`config.mk`:
```
export PLATFORM = sky130hd
export DESIGN_NAME = flfc_ctrl
export DESIGN_NICKNAME = d
export VERILOG_FILES = /design/src/hw/flfc_pkg.sv /design/src/hw/flfc_ctrl.sv /design/src/hw/flfc_evdiv.sv /design/src/hw/flfc_sync3.sv
export VERILOG_INCLUDE_DIRS = /design/src /design/src/hw
export SDC_FILE = /design/constraint.sdc
export NUM_CORES = 1
export LEC_CHECK = 0
export BUFFER_PORTS_ARGS = -buffer_cell sky130_fd_sc_hd__clkbuf_2
export CELL_PAD_IN_SITES_DETAIL_PLACEMENT = 1
export CELL_PAD_IN_SITES_GLOBAL_PLACEMENT = 2
export CORE_ASPECT_RATIO = 0.7
export CORE_MARGIN = 3
export CORE_UTILIZATION = 27
export CTS_BUF_LIST = sky130_fd_sc_hd__clkbuf_4
export CTS_CLUSTER_DIAMETER = 50
export DETAILED_ROUTE_END_ITERATION = 10
export GPL_ROUTABILITY_DRIVEN = 0
export MAX_ROUTING_LAYER = met4
export PLACE_DENSITY = 0.71
export RECOVER_POWER = 100
export SLEW_MARGIN = 40
export SYNTH_ARGS = -nofsm -noshare
export SYNTH_HDL_FRONTEND = slang
export SYNTH_SLANG_ARGS = --single-unit
```
`constraint.sdc`:
```
create_clock -name clk -period 2.75 [get_ports clk]
set_clock_uncertainty 0.1 [all_clocks]
set_input_delay 0.4125 -clock clk [delete_from_list [all_inputs] [get_ports clk]]
set_output_delay 0.4125 -clock clk [all_outputs]
set_load 0.05 [all_outputs]
```
`src/hw/flfc_map.svh`:
```
// register map, field positions and reset values of the fastlock control
// Function
// - width bit 0: use 12-bit denominator, upper ten bits ignored
// - width bit 1: upper and lower fields form one 22-bit denominator
// - timeout 0, 2, 3: fastlock off; pin 0 hi-z, 2 low, 3 high
// - timeout 1: manual fastlock, pin driven low, fastlock forced on
// - timeout 4..16383: automatic fastlock, pin shows fastlock state
// - automatic fastlock lasts twice the timeout in comparison events
// - during fastlock pump multiple equals current code plus one
// - slip code 0,1,2,3 samples every 1st, 2nd, 4th, 16th event
// - prescale bit divides comparison events by 4 for lock detect
// - aux reset bit holds aux counters and floats aux pump
// - main reset bit holds main counters and floats main pump
// - pump float bit floats that pump, counters keep running
`ifndef FLFC_MAP_SVH
`define FLFC_MAP_SVH

`define FLFC_ADDR_WORD   4'h0
`define FLFC_ADDR_DEN    4'h1
`define FLFC_ADDR_STAT   4'h2

`define FLFC_SEL_FREQ    4'h0
`define FLFC_SEL_FAST    4'hd
`define FLFC_SEL_RST     4'hf

`define FLFC_SLIP_MSB    23
`define FLFC_SLIP_LSB    22
`define FLFC_CPF_MSB     21
`define FLFC_CPF_LSB     18
`define FLFC_TOC_MSB     17
`define FLFC_TOC_LSB     4
`define FLFC_LDPRE_BIT   13
`define FLFC_AUXRST_BIT  7
`define FLFC_MAINRST_BIT 6
`define FLFC_AUXFLT_BIT  5
`define FLFC_MAINFLT_BIT 4
`define FLFC_RST_FIXMASK 24'hffdf00
`define FLFC_RST_FIXVAL  24'h000800

`define FLFC_DEN_WIDE_BIT 22
`define FLFC_STAT_ACT_BIT 0
`define FLFC_STAT_PIN_BIT 1
`define FLFC_STAT_ERR_BIT 2
`define FLFC_STAT_CNT_LSB 8

`define FLFC_TOC_AUTO_MIN 14'h0004
`define FLFC_LD_DIV_M1    4'h3
`define FLFC_SLIP1_M1     4'h1
`define FLFC_SLIP2_M1     4'h3
`define FLFC_SLIP3_M1     4'hf

`define FLFC_TOC_RST      14'h0000
`define FLFC_CPF_RST      4'h0
`define FLFC_SLIP_RST     2'h0
`define FLFC_DEN_RST      22'h000000

`endif

```
`src/hw/flfc_pkg.sv`:
```
// types shared by the fastlock control block
package flfc_pkg;
    typedef enum logic [2:0] {
        FLFC_PIN_HIZ  = 3'b000,
        FLFC_MANUAL   = 3'b001,
        FLFC_PIN_LOW  = 3'b010,
        FLFC_PIN_HIGH = 3'b011,
        FLFC_AUTO     = 3'b100
    } flfc_mode_e;

    typedef enum logic {
        FLFC_FL_IDLE = 1'b0,
        FLFC_FL_RUN  = 1'b1
    } flfc_fl_state_e;
endpackage

```
`src/hw/flfc_ctrl.sv`:
```
// fastlock, slip reduction, denominator and counter reset control, top level
`timescale 1ns/1ps
`include "flfc_map.svh"
module flfc_ctrl (
    input  wire logic        clk,
    input  wire logic        nrst,
    input  wire logic [3:0]  addr,
    input  wire logic [23:0] wdata,
    input  wire logic        wr,
    input  wire logic        rd,
    output logic      [23:0] rdata,
    input  wire logic        pd_event_pin,
    input  wire logic        fl_pin_in,
    output logic             fl_pin_out,
    output logic             fl_pin_oe_n,
    output logic             fastlock_active,
    output logic             wide_frac,
    output logic      [21:0] main_fraction_denominator,
    output logic      [4:0]  pump_mult,
    output logic             slip_sample_en,
    output logic             ld_sample_en,
    output logic             main_counter_reset,
    output logic             aux_counter_reset,
    output logic             main_pump_tri,
    output logic             aux_pump_tri
);
    // programmed fields
    logic [13:0] main_fastlock_timeout_q;
    logic [3:0]  fastlock_pump_current_q;
    logic [1:0]  cycle_slip_reduction_q;
    logic        lock_detect_prescale_q;
    logic        aux_reset_q;
    logic        main_reset_q;
    logic        aux_pump_float_q;
    logic        main_pump_float_q;
    logic [21:0] den_raw_q;
    logic        wide_q;
    logic        bad_word_q;

    // fastlock timing
    flfc_pkg::flfc_fl_state_e fl_state_q;
    logic [14:0]              fl_cnt_q;
    flfc_pkg::flfc_mode_e     mode;
    logic                     fl_on;

    // decode
    logic        word_wr;
    logic [3:0]  word_sel;
    logic        fast_wr;
    logic        rst_wr;
    logic        freq_wr;
    logic        rst_fixed_ok;

    // comparison events and pin readback
    logic        pd_lvl;
    logic        pd_lvl_q;
    logic        pd_ev;
    logic        pin_in_lvl;
    logic [3:0]  slip_ratio_m1;
    logic [3:0]  ld_ratio_m1;
    logic [23:0] rd_val;

    assign word_wr      = wr && (addr == `FLFC_ADDR_WORD);
    assign word_sel     = wdata[3:0];
    assign fast_wr      = word_wr && (word_sel == `FLFC_SEL_FAST);
    assign rst_fixed_ok = (wdata & `FLFC_RST_FIXMASK) == `FLFC_RST_FIXVAL;
    assign rst_wr       = word_wr && (word_sel == `FLFC_SEL_RST)
                          && rst_fixed_ok;
    assign freq_wr      = word_wr && (word_sel == `FLFC_SEL_FREQ);

    flfc_sync3 u_pd_sync (
        .clk  (clk),
        .nrst (nrst),
        .din  (pd_event_pin),
        .dout (pd_lvl)
    );

    flfc_sync3 u_pin_sync (
        .clk  (clk),
        .nrst (nrst),
        .din  (fl_pin_in),
        .dout (pin_in_lvl)
    );

    always_ff @(posedge clk or negedge nrst) begin
        if (!nrst) begin
            pd_lvl_q <= 1'b0;
        end else begin
            pd_lvl_q <= pd_lvl;
        end
    end

    // one comparison event per rising edge of the settled level
    assign pd_ev = pd_lvl && !pd_lvl_q;

    // fastlock word
    always_ff @(posedge clk or negedge nrst) begin
        if (!nrst) begin
            main_fastlock_timeout_q <= `FLFC_TOC_RST;
            fastlock_pump_current_q <= `FLFC_CPF_RST;
            cycle_slip_reduction_q  <= `FLFC_SLIP_RST;
        end else if (fast_wr) begin
            main_fastlock_timeout_q <= wdata[`FLFC_TOC_MSB:`FLFC_TOC_LSB];
            fastlock_pump_current_q <= wdata[`FLFC_CPF_MSB:`FLFC_CPF_LSB];
            cycle_slip_reduction_q  <= wdata[`FLFC_SLIP_MSB:`FLFC_SLIP_LSB];
        end
    end

    // reset and float word, all bits default to normal operation
    always_ff @(posedge clk or negedge nrst) begin
        if (!nrst) begin
            lock_detect_prescale_q <= 1'b0;
            aux_reset_q            <= 1'b0;
            main_reset_q           <= 1'b0;
            aux_pump_float_q       <= 1'b0;
            main_pump_float_q      <= 1'b0;
        end else if (rst_wr) begin
            lock_detect_prescale_q <= wdata[`FLFC_LDPRE_BIT];
            aux_reset_q            <= wdata[`FLFC_AUXRST_BIT];
            main_reset_q           <= wdata[`FLFC_MAINRST_BIT];
            aux_pump_float_q       <= wdata[`FLFC_AUXFLT_BIT];
            main_pump_float_q      <= wdata[`FLFC_MAINFLT_BIT];
        end
    end

    // denominator configuration
    always_ff @(posedge clk or negedge nrst) begin
        if (!nrst) begin
            den_raw_q <= `FLFC_DEN_RST;
            wide_q    <= 1'b0;
        end else if (wr && (addr == `FLFC_ADDR_DEN)) begin
            den_raw_q <= wdata[21:0];
            wide_q    <= wdata[`FLFC_DEN_WIDE_BIT];
        end
    end

    // malformed reset word is dropped and flagged; a new one beats the clear
    always_ff @(posedge clk or negedge nrst) begin
        if (!nrst) begin
            bad_word_q <= 1'b0;
        end else if (word_wr && (word_sel == `FLFC_SEL_RST)
                     && !rst_fixed_ok) begin
            bad_word_q <= 1'b1;
        end else if (wr && (addr == `FLFC_ADDR_STAT)
                     && wdata[`FLFC_STAT_ERR_BIT]) begin
            bad_word_q <= 1'b0;
        end
    end

    // pin function follows the timeout value
    always_comb begin
        if (main_fastlock_timeout_q >= `FLFC_TOC_AUTO_MIN) begin
            mode = flfc_pkg::FLFC_AUTO;
        end else begin
            unique case (main_fastlock_timeout_q[1:0])
                2'h0: mode = flfc_pkg::FLFC_PIN_HIZ;
                2'h1: mode = flfc_pkg::FLFC_MANUAL;
                2'h2: mode = flfc_pkg::FLFC_PIN_LOW;
                2'h3: mode = flfc_pkg::FLFC_PIN_HIGH;
            endcase
        end
    end

    // automatic fastlock timer; leaving auto mode cancels a running period
    always_ff @(posedge clk or negedge nrst) begin
        if (!nrst) begin
            fl_state_q <= flfc_pkg::FLFC_FL_IDLE;
            fl_cnt_q   <= 15'h0000;
        end else if (mode != flfc_pkg::FLFC_AUTO) begin
            fl_state_q <= flfc_pkg::FLFC_FL_IDLE;
            fl_cnt_q   <= 15'h0000;
        end else if (freq_wr) begin
            fl_state_q <= flfc_pkg::FLFC_FL_RUN;
            fl_cnt_q   <= {main_fastlock_timeout_q, 1'b0};
        end else if ((fl_state_q == flfc_pkg::FLFC_FL_RUN) && pd_ev) begin
            if (fl_cnt_q == 15'h0001) begin
                fl_state_q <= flfc_pkg::FLFC_FL_IDLE;
                fl_cnt_q   <= 15'h0000;
            end else begin
                fl_cnt_q <= fl_cnt_q - 15'h0001;
            end
        end
    end

    assign fl_on = (mode == flfc_pkg::FLFC_MANUAL)
                   || (fl_state_q == flfc_pkg::FLFC_FL_RUN);

    always_ff @(posedge clk or negedge nrst) begin
        if (!nrst) begin
            fastlock_active <= 1'b0;
            pump_mult       <= 5'h01;
        end else begin
            fastlock_active <= fl_on;
            pump_mult       <= fl_on ? ({1'b0, fastlock_pump_current_q}
                                        + 5'h01) : 5'h01;
        end
    end

    // pin enable is low while driving
    always_ff @(posedge clk or negedge nrst) begin
        if (!nrst) begin
            fl_pin_out  <= 1'b0;
            fl_pin_oe_n <= 1'b1;
        end else begin
            unique case (mode)
                flfc_pkg::FLFC_PIN_HIZ: begin
                    fl_pin_out  <= 1'b0;
                    fl_pin_oe_n <= 1'b1;
                end
                flfc_pkg::FLFC_MANUAL,
                flfc_pkg::FLFC_PIN_LOW: begin
                    fl_pin_out  <= 1'b0;
                    fl_pin_oe_n <= 1'b0;
                end
                flfc_pkg::FLFC_PIN_HIGH: begin
                    fl_pin_out  <= 1'b1;
                    fl_pin_oe_n <= 1'b0;
                end
                flfc_pkg::FLFC_AUTO: begin
                    fl_pin_out  <= fl_on;
                    fl_pin_oe_n <= 1'b0;
                end
            endcase
        end
    end

    // upper bits masked so stale values cannot leak into 12-bit mode
    always_ff @(posedge clk or negedge nrst) begin
        if (!nrst) begin
            main_fraction_denominator <= `FLFC_DEN_RST;
            wide_frac                 <= 1'b0;
        end else begin
            wide_frac <= wide_q;
            if (wide_q) begin
                main_fraction_denominator <= den_raw_q;
            end else begin
                main_fraction_denominator <= {10'h000,
                                              den_raw_q[11:0]};
            end
        end
    end

    // counter reset also floats the pump; float alone leaves counters alone
    always_ff @(posedge clk or negedge nrst) begin
        if (!nrst) begin
            main_counter_reset <= 1'b0;
            aux_counter_reset  <= 1'b0;
            main_pump_tri      <= 1'b0;
            aux_pump_tri       <= 1'b0;
        end else begin
            main_counter_reset <= main_reset_q;
            aux_counter_reset  <= aux_reset_q;
            main_pump_tri      <= main_reset_q || main_pump_float_q;
            aux_pump_tri       <= aux_reset_q || aux_pump_float_q;
        end
    end

    always_comb begin
        unique case (cycle_slip_reduction_q)
            2'h0: slip_ratio_m1 = 4'h0;
            2'h1: slip_ratio_m1 = `FLFC_SLIP1_M1;
            2'h2: slip_ratio_m1 = `FLFC_SLIP2_M1;
            2'h3: slip_ratio_m1 = `FLFC_SLIP3_M1;
        endcase
    end

    assign ld_ratio_m1 = lock_detect_prescale_q ? `FLFC_LD_DIV_M1
                                                : 4'h0;

    flfc_evdiv u_slip_div (
        .clk      (clk),
        .nrst     (nrst),
        .ev       (pd_ev),
        .ratio_m1 (slip_ratio_m1),
        .pulse_q  (slip_sample_en)
    );

    flfc_evdiv u_ld_div (
        .clk      (clk),
        .nrst     (nrst),
        .ev       (pd_ev),
        .ratio_m1 (ld_ratio_m1),
        .pulse_q  (ld_sample_en)
    );

    // readback; the word port itself is write only
    always_comb begin
        rd_val = 24'h000000;
        unique case (addr)
            `FLFC_ADDR_DEN: begin
                rd_val[21:0]               = den_raw_q;
                rd_val[`FLFC_DEN_WIDE_BIT] = wide_q;
            end
            `FLFC_ADDR_STAT: begin
                rd_val[`FLFC_STAT_ACT_BIT] = fl_on;
                rd_val[`FLFC_STAT_PIN_BIT] = pin_in_lvl;
                rd_val[`FLFC_STAT_ERR_BIT] = bad_word_q;
                rd_val[`FLFC_STAT_CNT_LSB +: 15] = fl_cnt_q;
            end
            default: rd_val = 24'h000000;
        endcase
    end

    always_ff @(posedge clk or negedge nrst) begin
        if (!nrst) begin
            rdata <= 24'h000000;
        end else begin
            rdata <= rd ? rd_val : 24'h000000;
        end
    end
endmodule

```
`src/hw/flfc_evdiv.sv`:
```
// event divider: one output pulse per ratio_m1+1 input events
`timescale 1ns/1ps
module flfc_evdiv (
    input  wire logic       clk,
    input  wire logic       nrst,
    input  wire logic       ev,
    input  wire logic [3:0] ratio_m1,
    output logic            pulse_q
);
    logic [3:0] cnt_q;

    always_ff @(posedge clk or negedge nrst) begin
        if (!nrst) begin
            cnt_q   <= 4'h0;
            pulse_q <= 1'b0;
        end else begin
            pulse_q <= 1'b0;
            if (ev) begin
                // >= so a smaller ratio written mid-count cannot overrun
                if (cnt_q >= ratio_m1) begin
                    cnt_q   <= 4'h0;
                    pulse_q <= 1'b1;
                end else begin
                    cnt_q <= cnt_q + 4'h1;
                end
            end
        end
    end
endmodule

```
`src/hw/flfc_sync3.sv`:
```
// three-stage input synchroniser, change taken once stages two and three agree
`timescale 1ns/1ps
module flfc_sync3 (
    input  wire logic clk,
    input  wire logic nrst,
    input  wire logic din,
    output logic      dout
);
    logic s1_q;
    logic s2_q;
    logic s3_q;

    always_ff @(posedge clk or negedge nrst) begin
        if (!nrst) begin
            s1_q <= 1'b0;
            s2_q <= 1'b0;
            s3_q <= 1'b0;
        end else begin
            s1_q <= din;
            s2_q <= s1_q;
            s3_q <= s2_q;
        end
    end

    // a one-cycle disagreement is treated as metastable noise
    always_ff @(posedge clk or negedge nrst) begin
        if (!nrst) begin
            dout <= 1'b0;
        end else if (s2_q == s3_q) begin
            dout <= s3_q;
        end
    end
endmodule
```
Word level (Yosys, flattened, before mapping)
Cells that the tools add are included.
- bits in registers: 142
- bits of input ports: 34
- output and inout port bits: 61
- word-level logic and storage cells: 118
- add/subtract/negate cells: 4
- order comparisons: 3
- equal/unequal tests: 19
- multiplexer cells: 28
- reductions and logical operators: 27
- operators with widths (cell ; count):
    15-bit 2-to-1 mux ; 4
    15-bit one-hot mux with 2 select lines ; 1
    23-bit 2-to-1 mux ; 1
    22-bit 2-to-1 mux ; 1
    4-bit one-hot mux with 4 select lines ; 1
    15-bit by 1-bit == test with 1-bit output (second input constant) ; 1
    15-bit by 4-bit == test with 1-bit output (second input constant) ; 1
    15-bit by 1-bit subtractor with 15-bit output (second input constant) ; 1
    14-bit by 3-bit greater-or-equal comparator with 1-bit output (second input constant) ; 1
    3-bit one-hot mux with 4 select lines ; 1
    1-bit logical AND ; 11
    1-bit 2-to-1 mux ; 10
    5-bit 2-to-1 mux ; 2
    4-bit by 1-bit adder with 4-bit output (second input constant) ; 2
    2-bit == test (second input constant) ; 4
    4-bit == test (second input constant) ; 2
    4-bit zero test ; 2
    4-bit 2-to-1 mux ; 2
    3-bit by 2-bit == test with 1-bit output (second input constant) ; 2
    3-bit one-hot mux with 2 select lines ; 1
    3-bit nonzero test ; 2
    4-bit by 1-bit adder with 5-bit output (second input constant) ; 1
    2-bit by 1-bit == test with 1-bit output (second input constant) ; 2
    4-bit by 1-bit == test with 1-bit output (second input constant) ; 1
    19 further kinds ; 24

Longest topological paths before layout
- depth in word-level cells: 7
- gate-level depth with buffers: 8

Cells and area by module
Synthesis repeated with hierarchy kept, for this count alone.
- cell total of the unflattened synthesis: 456
- area, all modules: 5823.1 sq um
- by module, submodules not included (module ; instances ; cells an instance ; area an instance (sq um) ; sequential area each (sq um)):
    flfc_ctrl ; 1 ; 378 ; 4939.7 ; 3105.5
    flfc_evdiv ; 2 ; 34 ; 330.3 ; 125.1
    flfc_sync3 ; 2 ; 5 ; 111.4 ; 100.1

Worst setup path before layout
OpenSTA, ideal clock, no wires.
- path type: flip-flop to flip-flop
- from: reg fl_cnt_q[5]
- to: reg fl_cnt_q[14]
- setup time: 0.126 ns
- arrival time: 2.231 ns
- data required time: 2.524 ns
- slack: 0.293 ns
- cell stages (with the launch flop): 8
- cells stage by stage: dfrtp_1 or4_1 buf_2 or3_1 clkbuf_2 or4_1 a32oi_1 o21ai_1
- cells in the longest elaborated chain, start to end: 5
- elaborated cells between the ends (all ways): 6
- ends and longest elaborated chain (element ; RTL line ; text):
    start: declaration ; flfc_ctrl.sv:42 ; logic [14:0] fl_cnt_q;
    start signal: assignment ; flfc_ctrl.sv:174 ; fl_cnt_q <= {main_fastlock_timeout_q, 1'b0};
    start signal: assignment ; flfc_ctrl.sv:180 ; fl_cnt_q <= fl_cnt_q - 15'h0001;
    15-bit by 1-bit subtractor with 15-bit output / 15-bit by 1-bit == test with 1-bit output (equally long branches) ; flfc_ctrl.sv:180, flfc_ctrl.sv:176 ;
    15-bit 2-to-1 mux (*) ; flfc_ctrl.sv:176 ; if (fl_cnt_q == 15'h0001) begin
    15-bit 2-to-1 mux (*) ; flfc_ctrl.sv:175 ; end else if ((fl_state_q == flfc_pkg::FLFC_FL_RUN) && pd_ev) begin
    15-bit 2-to-1 mux (*) ; flfc_ctrl.sv:172 ; end else if (freq_wr) begin
    15-bit 2-to-1 mux (*) ; flfc_ctrl.sv:169 ; end else if (mode != flfc_pkg::FLFC_AUTO) begin
Mark *: on every way between the ends. The rest lies on a longest branch, timed or not. The select of a mux whose other input is x is not followed.
A chain may end at the register's enable or synchronous reset.

Worst setup path in the final report
- from: reg fl_cnt_q[5]
- to: reg fl_cnt_q[4]
- cells in the longest elaborated chain, start to end: 5
- ends and longest elaborated chain (element ; RTL line):
    15-bit by 1-bit == test with 1-bit output ; flfc_ctrl.sv:176
    15-bit 2-to-1 mux ; flfc_ctrl.sv:176
    15-bit 2-to-1 mux ; flfc_ctrl.sv:175
    15-bit 2-to-1 mux ; flfc_ctrl.sv:172
    15-bit 2-to-1 mux ; flfc_ctrl.sv:169
No other way between the ends. The select of a mux whose other input is x is not followed.

==> qor.yml <==
status: "complete, no violations"
required_ns: 3.07
synth_cell_types: 48
cts_max_level: 4
crit_family: "simple AND/OR/NAND/NOR gates"
antenna_found_initial: 0
dieArea_um2: 22600
slew_headroom_pct: 18.5
cp_max_fo: 8
ys_async_sr_fraction_pct: 100
hold_path_class: "in -> reg"
irDropWorstVdd_mv: 0.235
vias_per_cell: 4.79
grt.total_usage_pct: 14.4
rows: 43
clk_pin_slew_worst_paths_ns: 0.13
core_um2: 20100
vias: 4019
dr.pass1.iters: 4
cpMaxStageDelayCell: "or4_1"
post_drt_wl_per_cell_um: 18.3
postRouteAntennaNets: 0
cp.arrival_ns: 2.94
die_x_um: 178
cp-end-kind: "flip-flop"
grt_pass1_vias: 4324
routed_wl_um: 15400
period_minus_slack_ns: 2.62
grt_max_degree: 65
synth_seq_cells: 142
drc: 0
cts_root_buffer: "clkbuf_4"
drive_gt1_share_pct: 22.3
worstSkewPairLatency_ns: 0.53
initial_utilization_pct: 27.9
gr-total-overflow: 0
critical_path_buf_inv_count: 1
clockBufferDepth: 2
power_density_nw_per_um2: 798
dpl.hpwl_um: 11500
layout.nets: 601
port-buffer-count: 93
setup_violations: 0
ys_seq_area_share_pct: 63.3
cts_inserted_buffers: 17
cts_setup_buffers: 0
hold_viol: 0
synth_nets: 488
area_growth_pct: 18.8
dp.cells: 800
rsz0062_at_grt: "false"
crit_type: "reg -> reg"
cpPeakStageDelay_ns: 0.67
drv_slew: 0
avgSynthCellArea_um2: 12.7
fin_crit_sh_pct: 95.4
drt_iter0_markers: 166
start_kind: "flip-flop"
ios: 95
netlist_area_um2: 5620
p_leak_nw: 3.02
die-height_um: 127
cts_tree: "done"
syn_inst: 443
diodes: 0
fmax_mhz: 381
worst_pin_slew_ns: 1.22
setup_tns_ns: 0
synth_warnings: 0
path_cells: "or4_1, nor3_1, clkbuf_1, a211o_1, nor4_1, a221o_1"
grt_pass1_wl_um: 24500
instances_no_fill: 839
synth_flop_cell: "dfrtp_1"
cap_violations: 0
synth-edff-count: 0
clock-sinks: 142
-- through the flow --
stage | power, W | area (um2) | setup slack [ns] | utilization, % | hold WS, ns
floorplan | 0.00361 | 5620 | 0.293 | - | 0.0169
global placement | 0.00411 | 6470 | 0.289 | 32.1 | 0.237
detailed placement | 0.00419 | 6480 | 0.221 | 32.2 | 0.236
CTS | 0.00543 | 6800 | 0.216 | 33.8 | 0.00567
global route | 0.00565 | 6670 | 0.0434 | 33.1 | 0.00357
finish | 0.00532 | 6670 | 0.127 | 33.1 | 0.0523
-- state kept, by name, summed over array words and instances, names as in the netlist, 4 cells and up --
| register | count |
|---|---|
| fastlock_pump_current_q | 4 |
| rdata | 23 |
| main_fastlock_timeout_q | 14 |
| main_fraction_denominator | 22 |
| fl_cnt_q | 15 |
| den_raw_q | 22 |
| pump_mult | 5 |
| u_slip_div.cnt_q | 4 |
| u_ld_div.cnt_q | 4 |
-- path summary, 6_finish.rpt --
kind	startpoint	end	slack, ns	cells after the start
setup / recovery	fl_cnt_q[5]	fl_cnt_q[4]	0.13	6
hold / removal	wdata[7]	aux_reset_q	0.05	2
setup reg to reg	fl_cnt_q[5]	fl_cnt_q[4]	0.13	6
hold reg to reg	u_pin_sync.s1_q	u_pin_sync.s2_q	0.26	0
max in group asynchronous	nrst	fl_cnt_q[8]	0.49	3
min in group asynchronous	nrst	pump_mult[2]	0.52	2
-- logic make-up (layout without fill, tap and decap cells) --
kind of cell / count (synthesis) / in the layout / share of synthesized area, %
flops: 142 / 142 / 63.3
simple gates: 129 / 129 / 12.4
compound gates: 76 / 76 / 9.38
mux: 47 / 47 / 9.42
buf+inv: 33 / 159 / 2.34
fa+ha+maj: 13 / 13 / 2.81
xor+xnor: 2 / 2 / 0.312
other cells: 1 / 1 / 0.0668
-- layer usage --
metal	GRT usage (%)	part of all wire [%]	up-vias
met5	-	0	-
met1	20.8	50	2070
li1	-	-	1826
met2	20.5	43	106
met3	3.35	5.5	17
met4	3.71	1.2	0
-- power by group --
part	leakage [nW]	internal, W	switching [W]
sequential	1.87	0.00237	0.000258
combinational	1.02	0.000459	0.00101
clock	0.130	0.000467	0.000761
-- cell usage after synthesis, drive strengths merged (6+ instances only) --
| library cell | number | share of area [%] |
|---|---|---|
| a21oi | 9 | 0.80 |
| a22o | 14 | 2.2 |
| a22oi | 6 | 0.80 |
| a32oi | 6 | 0.94 |
| and2 | 19 | 2.1 |
| clkbuf | 18 | 1.2 |
| dfrtp | 140 | 62 |
| ha | 11 | 2.5 |
| inv | 11 | 0.74 |
| mux2 | 47 | 9.4 |
| nand2 | 28 | 1.9 |
| nand3 | 12 | 1.1 |
| nor2 | 13 | 0.87 |
| nor3 | 14 | 1.2 |
| nor4 | 12 | 1.3 |
| o21ai | 24 | 2.1 |
| o2bb2ai | 7 | 1.1 |
-- cell type report --
type | instances | area, um2
Fill cell | 2265 | 13500
Inverter | 11 | 41.3
Tap cell | 270 | 338
Sequential cell | 142 | 3560
Timing Repair Buffer | 116 | 549
Clock buffer | 20 | 150
Clock inverter | 12 | 96.3
Multi-Input combinational cell | 268 | 1940
-- placed cells by master, fill, tap and decap left out, types with 2 or more instances in the layout --
master         Yosys  routed
dfrtp_1          140     140
clkbuf_1          17      67
mux2_2            47      47
clkbuf_2           1      35
nand2_1           28      28
o21ai_0           22      23
clkbuf_4           0      21
nor2_1            13      13
and2_0             0      13
nor3_1            14      13
a22o_1            13      13
nor4_1            12      12
nand3_1           12      12
inv_1             11      11
ha_1              11      11
a21oi_1            9       9
o2bb2ai_1          7       7
dlygate4sd3_1      0       7
and2_1            19       6
a32oi_1            6       6
a22oi_1            6       6
buf_4              1       6
nand2b_1           4       4
nand4_1            4       4
clkinvlp_4         0       4
clkinv_2           0       4
or2_2              3       3
and3_1             3       3
nor2b_1            3       3
or4_1              3       3
and4_1             3       3
or3_1              3       3
nor4b_1            2       2
o211ai_1           2       2
maj3_1             2       2
clkinv_1           0       2
dfstp_2            2       2
-- timing repair --
item                                    CTS  global route
gates resized for setup                   0             0
hold buffers                              7             0
endpoints found under the hold margin    50             0
endpoints found under the setup margin    0             0
No activity file was read; power rests on OpenSTA's default activity.
